[config.mk]
export PLATFORM = sky130hd
export DESIGN_NAME = expb_simplex_seq
export DESIGN_NICKNAME = d
export VERILOG_FILES = /design/src/rtl/expb_simplex_pkg.sv /design/src/rtl/phase_counter.sv /design/src/rtl/expb_simplex_seq.sv
export SDC_FILE = /design/constraint.sdc
export NUM_CORES = 1
export LEC_CHECK = 0
export ABC_AREA = 1
export BUFFER_PORTS_ARGS = -buffer_cell sky130_fd_sc_hd__buf_2
export CAP_MARGIN = 20
export CORE_AREA = 2 2 116 118
export CTS_CLUSTER_SIZE = 10
export DETAILED_ROUTE_END_ITERATION = 8
export DIE_AREA = 0 0 118 120
export PLACE_DENSITY = 0.58
export SLEW_MARGIN = 20
export SYNTH_ARGS = -nofsm -noshare
export SYNTH_HDL_FRONTEND = slang
export SYNTH_SLANG_ARGS = --single-unit
[constraint.sdc]
create_clock -name i_clk -period 1.66 [get_ports i_clk]
set_clock_uncertainty 0.2 [all_clocks]
set_input_delay 0.083 -clock i_clk [delete_from_list [all_inputs] [get_ports i_clk]]
set_output_delay 0.083 -clock i_clk [all_outputs]
set_load 0.02 [all_outputs]
[src/rtl/expb_simplex_pkg.sv]
// Purpose: Shared constants for the simplex expansion-bus access sequencer
// Assumes: 50 MHz core clock, phase lengths in whole clock cycles
// Notes: Phase length fields hold (cycles - 1)
package expb_simplex_pkg;
    localparam int ADDR_W = 24;
    localparam int DATA_W = 16;
    localparam int LEN2_W = 2;
    localparam int LEN4_W = 4;
    localparam logic [LEN2_W-1:0] LEN2_RST = 2'h3;
    localparam logic [LEN4_W-1:0] LEN4_RST = 4'hf;
    localparam int CNT_W = 4;

    typedef enum logic [5:0] {
        ST_IDLE    = 6'h01,
        ST_ADDR    = 6'h02,
        ST_SETUP   = 6'h04,
        ST_STROBE  = 6'h08,
        ST_HOLD    = 6'h10,
        ST_RECOV   = 6'h20
    } phase_e;
endpackage : expb_simplex_pkg

[src/rtl/phase_counter.sv]
// Purpose: Down counter that times one access phase
// Assumes: Load value is the phase length minus one
// Notes: o_last is high in the final cycle of the phase
`timescale 1ns/100ps
module phase_counter (
    // Clock and reset
    input wire logic i_clk,
    input wire logic i_rst_n,
    // Control
    input wire logic i_load,
    input wire logic [expb_simplex_pkg::CNT_W-1:0] i_value,
    // Status
    output logic o_last
);
    import expb_simplex_pkg::*;

    logic [CNT_W-1:0] count;
    logic [CNT_W-1:0] next_count;

    // Reload on phase entry, otherwise count towards zero
    always_comb begin
        if (i_load) begin
            next_count = i_value;
        end else if (count != '0) begin
            next_count = count - 1'b1;
        end else begin
            next_count = count;
        end
    end

    always_ff @(posedge i_clk) begin
        if (!i_rst_n) begin
            count <= '0;
        end else begin
            count <= next_count;
        end
    end

    assign o_last = (count == '0);
endmodule : phase_counter

[src/rtl/expb_simplex_seq.sv]
// Purpose: Simplex-mode expansion bus access sequencer, bus master side
// Assumes: Phase lengths are stable while an access runs
// Notes: Operation
`timescale 1ns/100ps
module expb_simplex_seq (
    // Clock and reset
    input wire logic i_clk,
    input wire logic i_rst_n,
    // Phase lengths, value is cycles minus one
    input wire logic [expb_simplex_pkg::LEN2_W-1:0] i_address_phase_length,
    input wire logic [expb_simplex_pkg::LEN2_W-1:0] i_data_setup_phase_length,
    input wire logic [expb_simplex_pkg::LEN4_W-1:0] i_strobe_phase_length,
    input wire logic [expb_simplex_pkg::LEN2_W-1:0] i_hold_phase_length,
    input wire logic [expb_simplex_pkg::LEN4_W-1:0] i_recovery_phase_length,
    // Access request
    input wire logic i_req_valid,
    input wire logic i_req_write,
    input wire logic [expb_simplex_pkg::ADDR_W-1:0] i_req_addr,
    input wire logic [expb_simplex_pkg::DATA_W-1:0] i_req_wdata,
    output logic o_req_ready,
    // Read answer
    output logic o_rd_valid,
    output logic [expb_simplex_pkg::DATA_W-1:0] o_rd_data,
    // Expansion bus pins
    output logic o_cs_low,
    output logic o_bus_write_strobe_low,
    output logic o_periph_read_strobe_low,
    output logic o_ale,
    output logic [expb_simplex_pkg::ADDR_W-1:0] o_addr,
    output logic [expb_simplex_pkg::DATA_W-1:0] o_data_out,
    output logic o_data_oe,
    input wire logic [expb_simplex_pkg::DATA_W-1:0] i_data_in
);
    import expb_simplex_pkg::*;

    // ************************************************************
    // State and registers
    // ************************************************************
    phase_e state;
    phase_e next_state;
    logic is_write;
    logic next_is_write;
    logic [ADDR_W-1:0] addr;
    logic [ADDR_W-1:0] next_addr;
    logic [DATA_W-1:0] wdata;
    logic [DATA_W-1:0] next_wdata;
    logic [DATA_W-1:0] din_s1;
    logic [DATA_W-1:0] din_s2;
    logic [DATA_W-1:0] rdata;
    logic [DATA_W-1:0] next_rdata;
    logic rd_valid;
    logic next_rd_valid;
    logic rd_arm;
    logic next_rd_arm;
    logic rd_take;
    logic next_rd_take;
    logic cnt_load;
    logic [CNT_W-1:0] cnt_value;
    logic cnt_last;

    // Widen a two-bit length to the counter width
    function automatic logic [CNT_W-1:0] widen2(input logic [LEN2_W-1:0] v);
        widen2 = {{(CNT_W-LEN2_W){1'b0}}, v};
    endfunction : widen2

    // ************************************************************
    // Phase timer
    // ************************************************************
    phase_counter u_timer (
        .i_clk(i_clk),
        .i_rst_n(i_rst_n),
        .i_load(cnt_load),
        .i_value(cnt_value),
        .o_last(cnt_last)
    );

    // Read data pins cross from the pad, two stages before use
    always_ff @(posedge i_clk) begin
        if (!i_rst_n) begin
            din_s1 <= '0;
            din_s2 <= '0;
        end else begin
            din_s1 <= i_data_in;
            din_s2 <= din_s1;
        end
    end

    // ************************************************************
    // Sequencer
    // ************************************************************
    // Each phase except recovery reloads the timer for the phase that follows
    always_comb begin
        next_state = state;
        next_is_write = is_write;
        next_addr = addr;
        next_wdata = wdata;
        next_rdata = rdata;
        next_rd_valid = 1'b0;
        cnt_load = 1'b0;
        cnt_value = '0;
        unique case (state)
            ST_IDLE: begin
                if (i_req_valid) begin
                    next_state = ST_ADDR;
                    next_is_write = i_req_write;
                    next_addr = i_req_addr;
                    next_wdata = i_req_wdata;
                    cnt_load = 1'b1;
                    cnt_value = widen2(i_address_phase_length);
                end
            end
            ST_ADDR: begin
                if (cnt_last) begin
                    next_state = ST_SETUP;
                    cnt_load = 1'b1;
                    cnt_value = widen2(i_data_setup_phase_length);
                end
            end
            ST_SETUP: begin
                if (cnt_last) begin
                    next_state = ST_STROBE;
                    cnt_load = 1'b1;
                    cnt_value = i_strobe_phase_length;
                end
            end
            ST_STROBE: begin
                if (cnt_last) begin
                    next_state = ST_HOLD;
                    cnt_load = 1'b1;
                    cnt_value = widen2(i_hold_phase_length);
                end
            end
            ST_HOLD: begin
                if (cnt_last) begin
                    next_state = ST_RECOV;
                    cnt_load = 1'b1;
                    cnt_value = i_recovery_phase_length;
                end
            end
            ST_RECOV: begin
                if (cnt_last) begin
                    next_state = ST_IDLE;
                end
            end
            default: begin
                next_state = ST_IDLE;
            end
        endcase
        // Mark the last read strobe cycle; the pad sync delays that pin value by
        // two cycles, so the capture lands in hold or recovery whatever the lengths
        next_rd_arm = (state == ST_STROBE) && cnt_last && !is_write;
        next_rd_take = rd_arm;
        if (rd_take) begin
            next_rdata = din_s2;
            next_rd_valid = 1'b1;
        end
    end

    always_ff @(posedge i_clk) begin
        if (!i_rst_n) begin
            state <= ST_IDLE;
            is_write <= 1'b0;
            addr <= '0;
            wdata <= '0;
            rdata <= '0;
            rd_valid <= 1'b0;
            rd_arm <= 1'b0;
            rd_take <= 1'b0;
        end else begin
            state <= next_state;
            is_write <= next_is_write;
            addr <= next_addr;
            wdata <= next_wdata;
            rdata <= next_rdata;
            rd_valid <= next_rd_valid;
            rd_arm <= next_rd_arm;
            rd_take <= next_rd_take;
        end
    end

    // ************************************************************
    // Pin drive
    // ************************************************************
    // Select spans setup through hold, address spans the whole access, write data is driven from address through hold
    assign o_cs_low = !(state inside {ST_SETUP, ST_STROBE, ST_HOLD});
    assign o_bus_write_strobe_low = !(state == ST_STROBE && is_write);
    assign o_periph_read_strobe_low = !(state == ST_STROBE && !is_write);
    assign o_ale = 1'b0;
    assign o_addr = addr;
    assign o_data_out = wdata;
    assign o_data_oe = is_write && (state inside {ST_ADDR, ST_SETUP, ST_STROBE, ST_HOLD});
    assign o_req_ready = (state == ST_IDLE);
    assign o_rd_valid = rd_valid;
    assign o_rd_data = rdata;

    // ************************************************************
    // Checks
    // ************************************************************
    phase_cs_a: assert property (@(posedge i_clk) disable iff (!i_rst_n)
        (state == ST_ADDR) |-> o_cs_low) else $error("select active in address phase");
    addr_len_a: assert property (@(posedge i_clk) disable iff (!i_rst_n)
        (state == ST_IDLE && i_req_valid && i_address_phase_length == 2'h0)
        |=> (state == ST_ADDR) ##1 (state == ST_SETUP)) else $error("address phase length");
    setup_data_a: assert property (@(posedge i_clk) disable iff (!i_rst_n)
        $fell(o_bus_write_strobe_low) |-> $past(o_data_oe) && $stable(o_data_out))
        else $error("write data not set up");
    strobe_len_a: assert property (@(posedge i_clk) disable iff (!i_rst_n)
        ($fell(o_bus_write_strobe_low) && i_strobe_phase_length == 4'h1)
        |-> !o_bus_write_strobe_low ##1 !o_bus_write_strobe_low ##1 o_bus_write_strobe_low)
        else $error("strobe width wrong");
    hold_data_a: assert property (@(posedge i_clk) disable iff (!i_rst_n)
        $rose(o_bus_write_strobe_low) |-> o_data_oe && !o_cs_low && $stable(o_data_out))
        else $error("write data dropped after strobe");
    hold_stable_a: assert property (@(posedge i_clk) disable iff (!i_rst_n)
        (state == ST_HOLD && $past(state) == ST_HOLD) |-> $stable(o_addr) && $stable(o_cs_low))
        else $error("hold phase changed");
    recov_gap_a: assert property (@(posedge i_clk) disable iff (!i_rst_n)
        $rose(o_cs_low) |-> !o_req_ready && o_cs_low ##1 o_cs_low)
        else $error("no recovery gap");
    read_capture_a: assert property (@(posedge i_clk) disable iff (!i_rst_n)
        $rose(o_periph_read_strobe_low) |-> ##2 o_rd_valid)
        else $error("read word not captured");
    no_ale_a: assert property (@(posedge i_clk) disable iff (!i_rst_n)
        !o_ale) else $error("address latch pulsed");
    order_a: assert property (@(posedge i_clk) disable iff (!i_rst_n)
        (state == ST_STROBE && $past(state) != ST_STROBE) |-> $past(state) == ST_SETUP)
        else $error("phase order broken");
endmodule : expb_simplex_seq

==> results of run 1 <==
==> repair_timing <==
item | 4_1_cts | 5_1_grt
endpoints found under the hold margin | 63 | 0
endpoints found under the setup margin | 12 | 54
resized for setup | 13 | 119
hold buffers | 66 | 0
pin swaps | 4 | 31
setup buffers | 2 | 15
cloned | 0 | 6
==> per-stage QoR <==
| step | util | hold WS [ns] | power, W | setup TNS [ns] |
|---|---|---|---|---|
| after global routing | 0.4790 | 0.01532 | 0.01184 | -5.232 |
| after floorplan | - | -0.01937 | 0.006076 | 0 |
| after detailed placement | 0.3596 | 0.06778 | 0.007245 | -0.02695 |
| after global placement | 0.3596 | 0.06443 | 0.007124 | 0 |
| after CTS | 0.4346 | 0.001233 | 0.009433 | -0.2995 |
| final | 0.4790 | 0.007106 | 0.01119 | -1.649 |
==> cell type report <==
| cell class | instances | area share |
|---|---|---|
| multi-input combinational | 313 | 0.2673 |
| tap | 176 | 0.03542 |
| timing repair buffer | 238 | 0.2886 |
| clock inverter | 6 | 0.007446 |
| sequential | 102 | 0.3306 |
| inverter | 53 | 0.03441 |
| clock buffer | 9 | 0.03622 |
==> Yosys cell counts <==
cell	instances	area share
a21oi_1	11	0.015
a21oi_2	2	0.0047
buf_2	5	0.0066
buf_4	1	0.0020
buf_6	5	0.015
clkbuf_1	13	0.013
conb_1	1	0.0010
dfxtp_1	102	0.54
ha_1	1	0.0033
inv_1	50	0.050
inv_2	3	0.0030
nand2_1	61	0.061
nand2_2	1	0.0017
nand2_4	1	0.0030
nand3_1	18	0.024
nand3_2	2	0.0053
nand3b_1	1	0.0020
nand4_1	4	0.0066
nor2_1	140	0.14
nor2_2	1	0.0017
nor2_4	4	0.012
nor3_1	3	0.0040
o21ai_0	56	0.074
o21ai_1	4	0.0053
xor2_1	2	0.0047
==> logic make-up after synthesis <==
logic type | count (synthesis)
adders and majority gates | 1
buffers and inverters | 77
DFF | 102
AOI/OAI and AO/OA | 73
and+or+nand+nor | 236
other | 1
xor gates and xnor gates | 2
==> final timing paths <==
check / cells after the start / start / endpoint / slack (ns)
setup / recovery: 7 / state[4] / o_data_oe / -0.12
hold / removal: 4 / i_rst_n / o_data_out[2] / 0.007
setup reg to reg: 10 / state[4] / u_timer.count[0] / -0.08
hold reg to reg: 2 / din_s1[4] / din_s2[4] / 0.21
==> metal layers <==
metal | track usage | wire (um) | up-vias
li1 | - | - | 1977
met1 | 0.1631 | 4537 | 1825
met2 | 0.2380 | 5896 | 144
met3 | 0.03517 | 598 | 25
met4 | 0.06476 | 278 | 0
met5 | 0 | 0 | -
==> registers in the layout, indices dropped and copies added, names as in the netlist <==
signal / count
next_rd_take: 1
o_rd_data: 16
state: 6
din_s2: 16
rd_take: 1
is_write: 1
u_timer.count: 4
din_s1: 16
o_data_out: 16
o_rd_valid: 1
o_addr: 24
==> power by group through the flow <==
stage               registers, W  clock network, W  logic, W
floorplan                0.00403                 0   0.00205
global placement         0.00343                 0   0.00369
detailed placement       0.00346                 0   0.00378
CTS                      0.00343           0.00202   0.00398
global route             0.00360           0.00210   0.00614
finish                   0.00353           0.00193   0.00573
==> worst max-delay path, delay by kind of cell (launching register included) <==
kind | cells | cell delay [ns]
AO/OA/AOI/OAI | 1 | 0.10
buffers and inverters | 2 | 0.28
AND/OR/NAND/NOR | 4 | 0.41
flip-flops | 1 | 0.36
==> results.cfg, run 1 <==
[worst_setup_path]
crit_slowest_cell = dfxtp_4
crit_chain = nor2_4 > nand2_1 > a21oi_2 > buf_4 > nor2_2 > nor2_1 > buf_4
critPathLaunchType = flop
cp.required_ns = 1.38
critPathCaptureType = primary output
crit_type = flop to primary output
cpPeakStageDelay_ns = 0.36
cp.arrival_ns = 1.49
cpMostUsedCell = buf_4
crit_fanout = 5

[route]
vias = 3971
vias_per_cell = 4.427
drt_iter0_markers = 219
ant_nets = 0
drt-total-wl_um = 11310
avgRoutedWirePerCell_um = 12.61
first_pass_iters = 5
drc = 0

[cts]
cts-root-buf = clkbuf_16
numCtsBuffers = 9
cts_buffer_depth = 2
clock-sinks = 102
clock_latency_ns = 0.34
tritoncts = done
htree_num_levels = 3
clk_pin_slew_ns = 0.07

[die]
io_pins = 137
die_area_sq_um = 14160
die_w_um = 118
row_count = 42
die_h_um = 120
design.core.area_sq_um = 12980
start_util = 0.2901

[sta]
drv_slew = 0
worst_slack_ns = -0.1160
relSlewSlack = 0.6393
fmax_ghz = 0.5631
finalHoldViolations = 0
final.period_utilization = 1.070
setup-violations-final = 45
worst_pin_slew_ns = 0.5404
period_minus_slack_ns = 1.776
rsz0062_at_grt = yes

[finish]
diodes = 0
fillers = 1219
instances_no_fill = 897
multi_input_area_sq_um = 1662
layout_commonest_cell = buf_2
seqCellArea_sq_um = 2056
area_delta_synth_final_pct = 65.08
fin_nets = 792
layout-drive-gt1-share = 0.3745
final_cell_mix = buf_2 (133), nor2_1 (117), dfxtp_1 (95), dlygate4sd3_1 (66), nand2_1 (59)
design_area_sq_um = 6217

[yosys]
synth_compound_area_frac = 0.09900
synth.distinct_cells = 25
synth_top_family_by_area = simple AND/OR/NAND/NOR gates
synth_fa_ha_area_frac = 0.003322
yosys.area_share.simple = 0.2605
netlist_instances = 492
yosysWarningCount = 0
synth-xor-area-share = 0.004651
synth_area_sq_um = 3766
synth.net_count = 567
synth_seq_cells = 102
seq_area_frac_synth = 0.5422
synth_area_per_cell_sq_um = 7.655
synth_mux_area_frac = 0

[worst_hold_path]
hold_class = input pin to flop

[power]
leakagePower_nw = 3.137
p_seq_frac = 0.316
p_comb_frac = 0.512
p_per_area_nw_per_um2 = 1800
swShare = 0.4046
ir_worst_vdd_uv = 791.4
p_clk_frac = 0.172
p_sw_w = 0.004529
p_int_w = 0.006664

[placed_design]
port_buffers = 135
place.detailed.hpwl_um = 6270
dp_cells = 793
place_ws_ns = -0.02695
gp_congestion = 0.8702
place_area_sq_um = 4667

[grt]
first_global_vias = 3465
grt_pass1_wl_um = 16130
antenna_found_initial = 0
grt_max_degree = 66
overflow = 0
grtUsageTotal = 0.1390

[outcome]
violations = setup timing
status = complete, but fails checks

[flow_run]
drv_cap = 0
Power figures use the tool's default switching activity.
==> run 2: changes to the inputs <==
Settings changed: ABC_AREA 1 to default, CORE_AREA 2 2 116 118 to 2 2 117 119, DIE_AREA 0 0 118 120 to 0 0 119 121, PLACE_DENSITY 0.58 to 0.56.
Clock period 1.66 ns to 1.9 ns, I/O delays scaled along.
==> run 2 against run 1 <==
Compared with the run above: the run still ends with setup timing left; synthesized cell count shrank 18%; combinational power decreased by 78%; sequential cell count is the same; sequential share of layout area grew 2.3 points; worst setup slack better by 0.11 ns; cell count is 12% lower; total power down 51%; sequential power fell by 32%; critical path depth shrank 2; largest power group is now sequential cells.
==> results.cfg, run 2 <==
[placed_design]
gp_congestion = 0.8640
port_buffers = 135
dp_cells = 699
place.detailed.hpwl_um = 6153

[worst_setup_path]
critPathLaunchType = flop
crit_chain = xor2_2 > o211ai_1 > a211o_1 > nor2_1 > buf_4
path_buf_inv = 1
cp_top_family = compound AO/OA/AOI/OAI gates
cp.required_ns = 1.60
cp.arrival_ns = 1.61
rr_worst_depth = 7
cpPeakStageDelay_ns = 0.41
crit_slowest_cell = dfxtp_4
crit_type = flop to primary output
critPathCaptureType = primary output
crit_fanout = 7
cp_num_cells = 5

[power]
ir_worst_vdd_uv = 575.6
p_per_area_nw_per_um2 = 945.1
leakagePower_nw = 2.515
p_total_w = 0.005495

[route]
ant_nets = 0
vias_per_cell = 4.298
vias = 3404
drc = 0
first_pass_iters = 4
drt-total-wl_um = 10020
drt_iter0_markers = 130
avgRoutedWirePerCell_um = 12.65

[finish]
fillers = 1241
seqCellArea_sq_um = 2054
final_cell_mix = buf_2 (134), dfxtp_1 (96), nand2_1 (88), dlygate4sd3_1 (67), a21boi_1 (40)
instances_no_fill = 792
multi_input_area_sq_um = 1620
area_delta_synth_final_pct = 51.37
layout-drive-gt1-share = 0.3068
diodes = 0
largest_reg_flops = 24
fin_nets = 686
layout_commonest_cell = buf_2

[grt]
antenna_found_initial = 0
grt_pass1_wl_um = 15560
overflow = 0
grtUsageTotal = 0.1372
grt_max_degree = 46
first_global_vias = 3360

[cts]
clk_pin_slew_ns = 0.07
cts-root-buf = clkbuf_16
clock_latency_ns = 0.35
tritoncts = done
clock-sinks = 102
numCtsBuffers = 9
htree_num_levels = 3
cts_buffer_depth = 2

[worst_hold_path]
hold_class = input pin to flop
min_path_cells = 4

[die]
row_count = 42
die_area_sq_um = 14400
start_util = 0.2936
die_h_um = 121
design.core.area_sq_um = 13090
die_w_um = 119
io_pins = 137

[outcome]
status = complete, but fails checks
violations = setup timing

[yosys]
synth.net_count = 477
synth_area_per_cell_sq_um = 9.555
ys_async_sr_fraction = 0
synth_seq_cells = 102
seq_area_frac_synth = 0.5316
yosysMostFrequentCell = dfxtp_1
synth_top_area_frac = 0.5316
yosys-top-cells-count = dfxtp_1 (102), nand2_1 (88), a21boi_1 (40)
synth_ff_type = dfxtp_1
synth.distinct_cells = 43
synth.largest_area_cell = dfxtp_1
synth_area_sq_um = 3841
yosysWarningCount = 0
netlist_instances = 402
synth.area.top_cells = dfxtp_1 (53%), nand2_1 (8.6%), a21boi_1 (7.8%)
synth_edf_count = 0

[sta]
period_minus_slack_ns = 1.909
fmax_ghz = 0.5237
worst_slack_ns = -0.009351
final.period_utilization = 1.005
rsz0062_at_grt = yes
setup-violations-final = 1
finalHoldViolations = 0
drv_slew = 0

[flow_run]
drv_cap = 0
run 2: cell count changes after synthesis, sizes merged, moves of 3 or more:
cell    change
nand3      -11
a21boi     +41
o21ai      -52
o21a        +4
nand2      +26
a21oi       -8
nor2b      +19
a22oi       +4
o211ai      +3
nand4       -4
and2       +35
nor2      -140
inv        -46
mux2i      +16
run 2: layout make-up:
class                      count  share of cell area
multi-input combinational    265              0.2787
clock buffer                  11             0.04003
sequential                   102              0.3533
tap                          176             0.03787
clock inverter                 5             0.01097
inverter                       7            0.004519
timing repair buffer         226              0.2746
run 2: cell families (layout without fill, tap and decap cells):
family	after synthesis	count (layout)	synth area share
AOI/OAI and AO/OA	74	74	0.1414
xor gates and xnor gates	4	4	0.01108
adders and majority gates	1	1	0.003257
buffers and inverters	35	249	0.05049
DFF	102	102	0.5316
muxes	16	16	0.04169
other	1	1	0.0009763
and+or+nand+nor	169	169	0.2195
run 2: power breakdown:
part / total, W / internal (W) / switching (W)
Sequential: 0.00240 / 0.00230 / 0.000100
Combinational: 0.00125 / 0.000619 / 0.000627
Clock: 0.00185 / 0.00104 / 0.000815
Total: 0.00550 / 0.00395 / 0.00154
run 2: worst paths after layout:
kind	slack (ns)	startpoint	endpoint
min reg2reg	0.23	next_rd_take	rd_take
max reg2reg	0.02	state[2]	state[0]
max	-0.009	state[3]	o_data_oe
min	0.05	i_recovery_phase_length[1]	u_timer.count[1]
run 2: per-layer routing:
metal / global-route usage / vias up / part of all wire
li1: - / 1734 / -
met1: 0.1563 / 1541 / 0.44
met2: 0.2313 / 110 / 0.48
met3: 0.04699 / 19 / 0.057
met4: 0.06399 / 0 / 0.025
met5: 0 / - / 0
run 2: worst reg2reg max path, delay by kind of cell (launching register included):
kind            cells  cell delay (ns)
simple gates        1             0.14
buf+inv             3             0.43
compound gates      3             0.60
flops               1             0.37
run 2: metrics by stage:
step	setup TNS, ns	utilization	worst slack, ns	hold WS [ns]	cell area [sq um]
after floorplan	0	-	0.1344	0.02229	3841
after global placement	0	0.3612	0.002382	0.1054	4726
after detailed placement	-0.04182	0.3612	-0.03534	0.1040	4726
after CTS	-0.01533	0.4394	-0.01533	0.02340	5749
after global routing	-0.3884	0.4443	-0.1199	0.06758	5814
final	-0.009351	0.4443	-0.009351	0.04751	5814
run 2: repair_timing:
| action | CTS | global route |
|---|---|---|
| endpoints found under the setup margin | 5 | 42 |
| hold buffers | 67 | 0 |
| pin swaps | 2 | 4 |
| resized for setup | 8 | 7 |
| setup buffers | 5 | 4 |
| gates cloned | 0 | 1 |
| endpoints found under the hold margin | 62 | 0 |
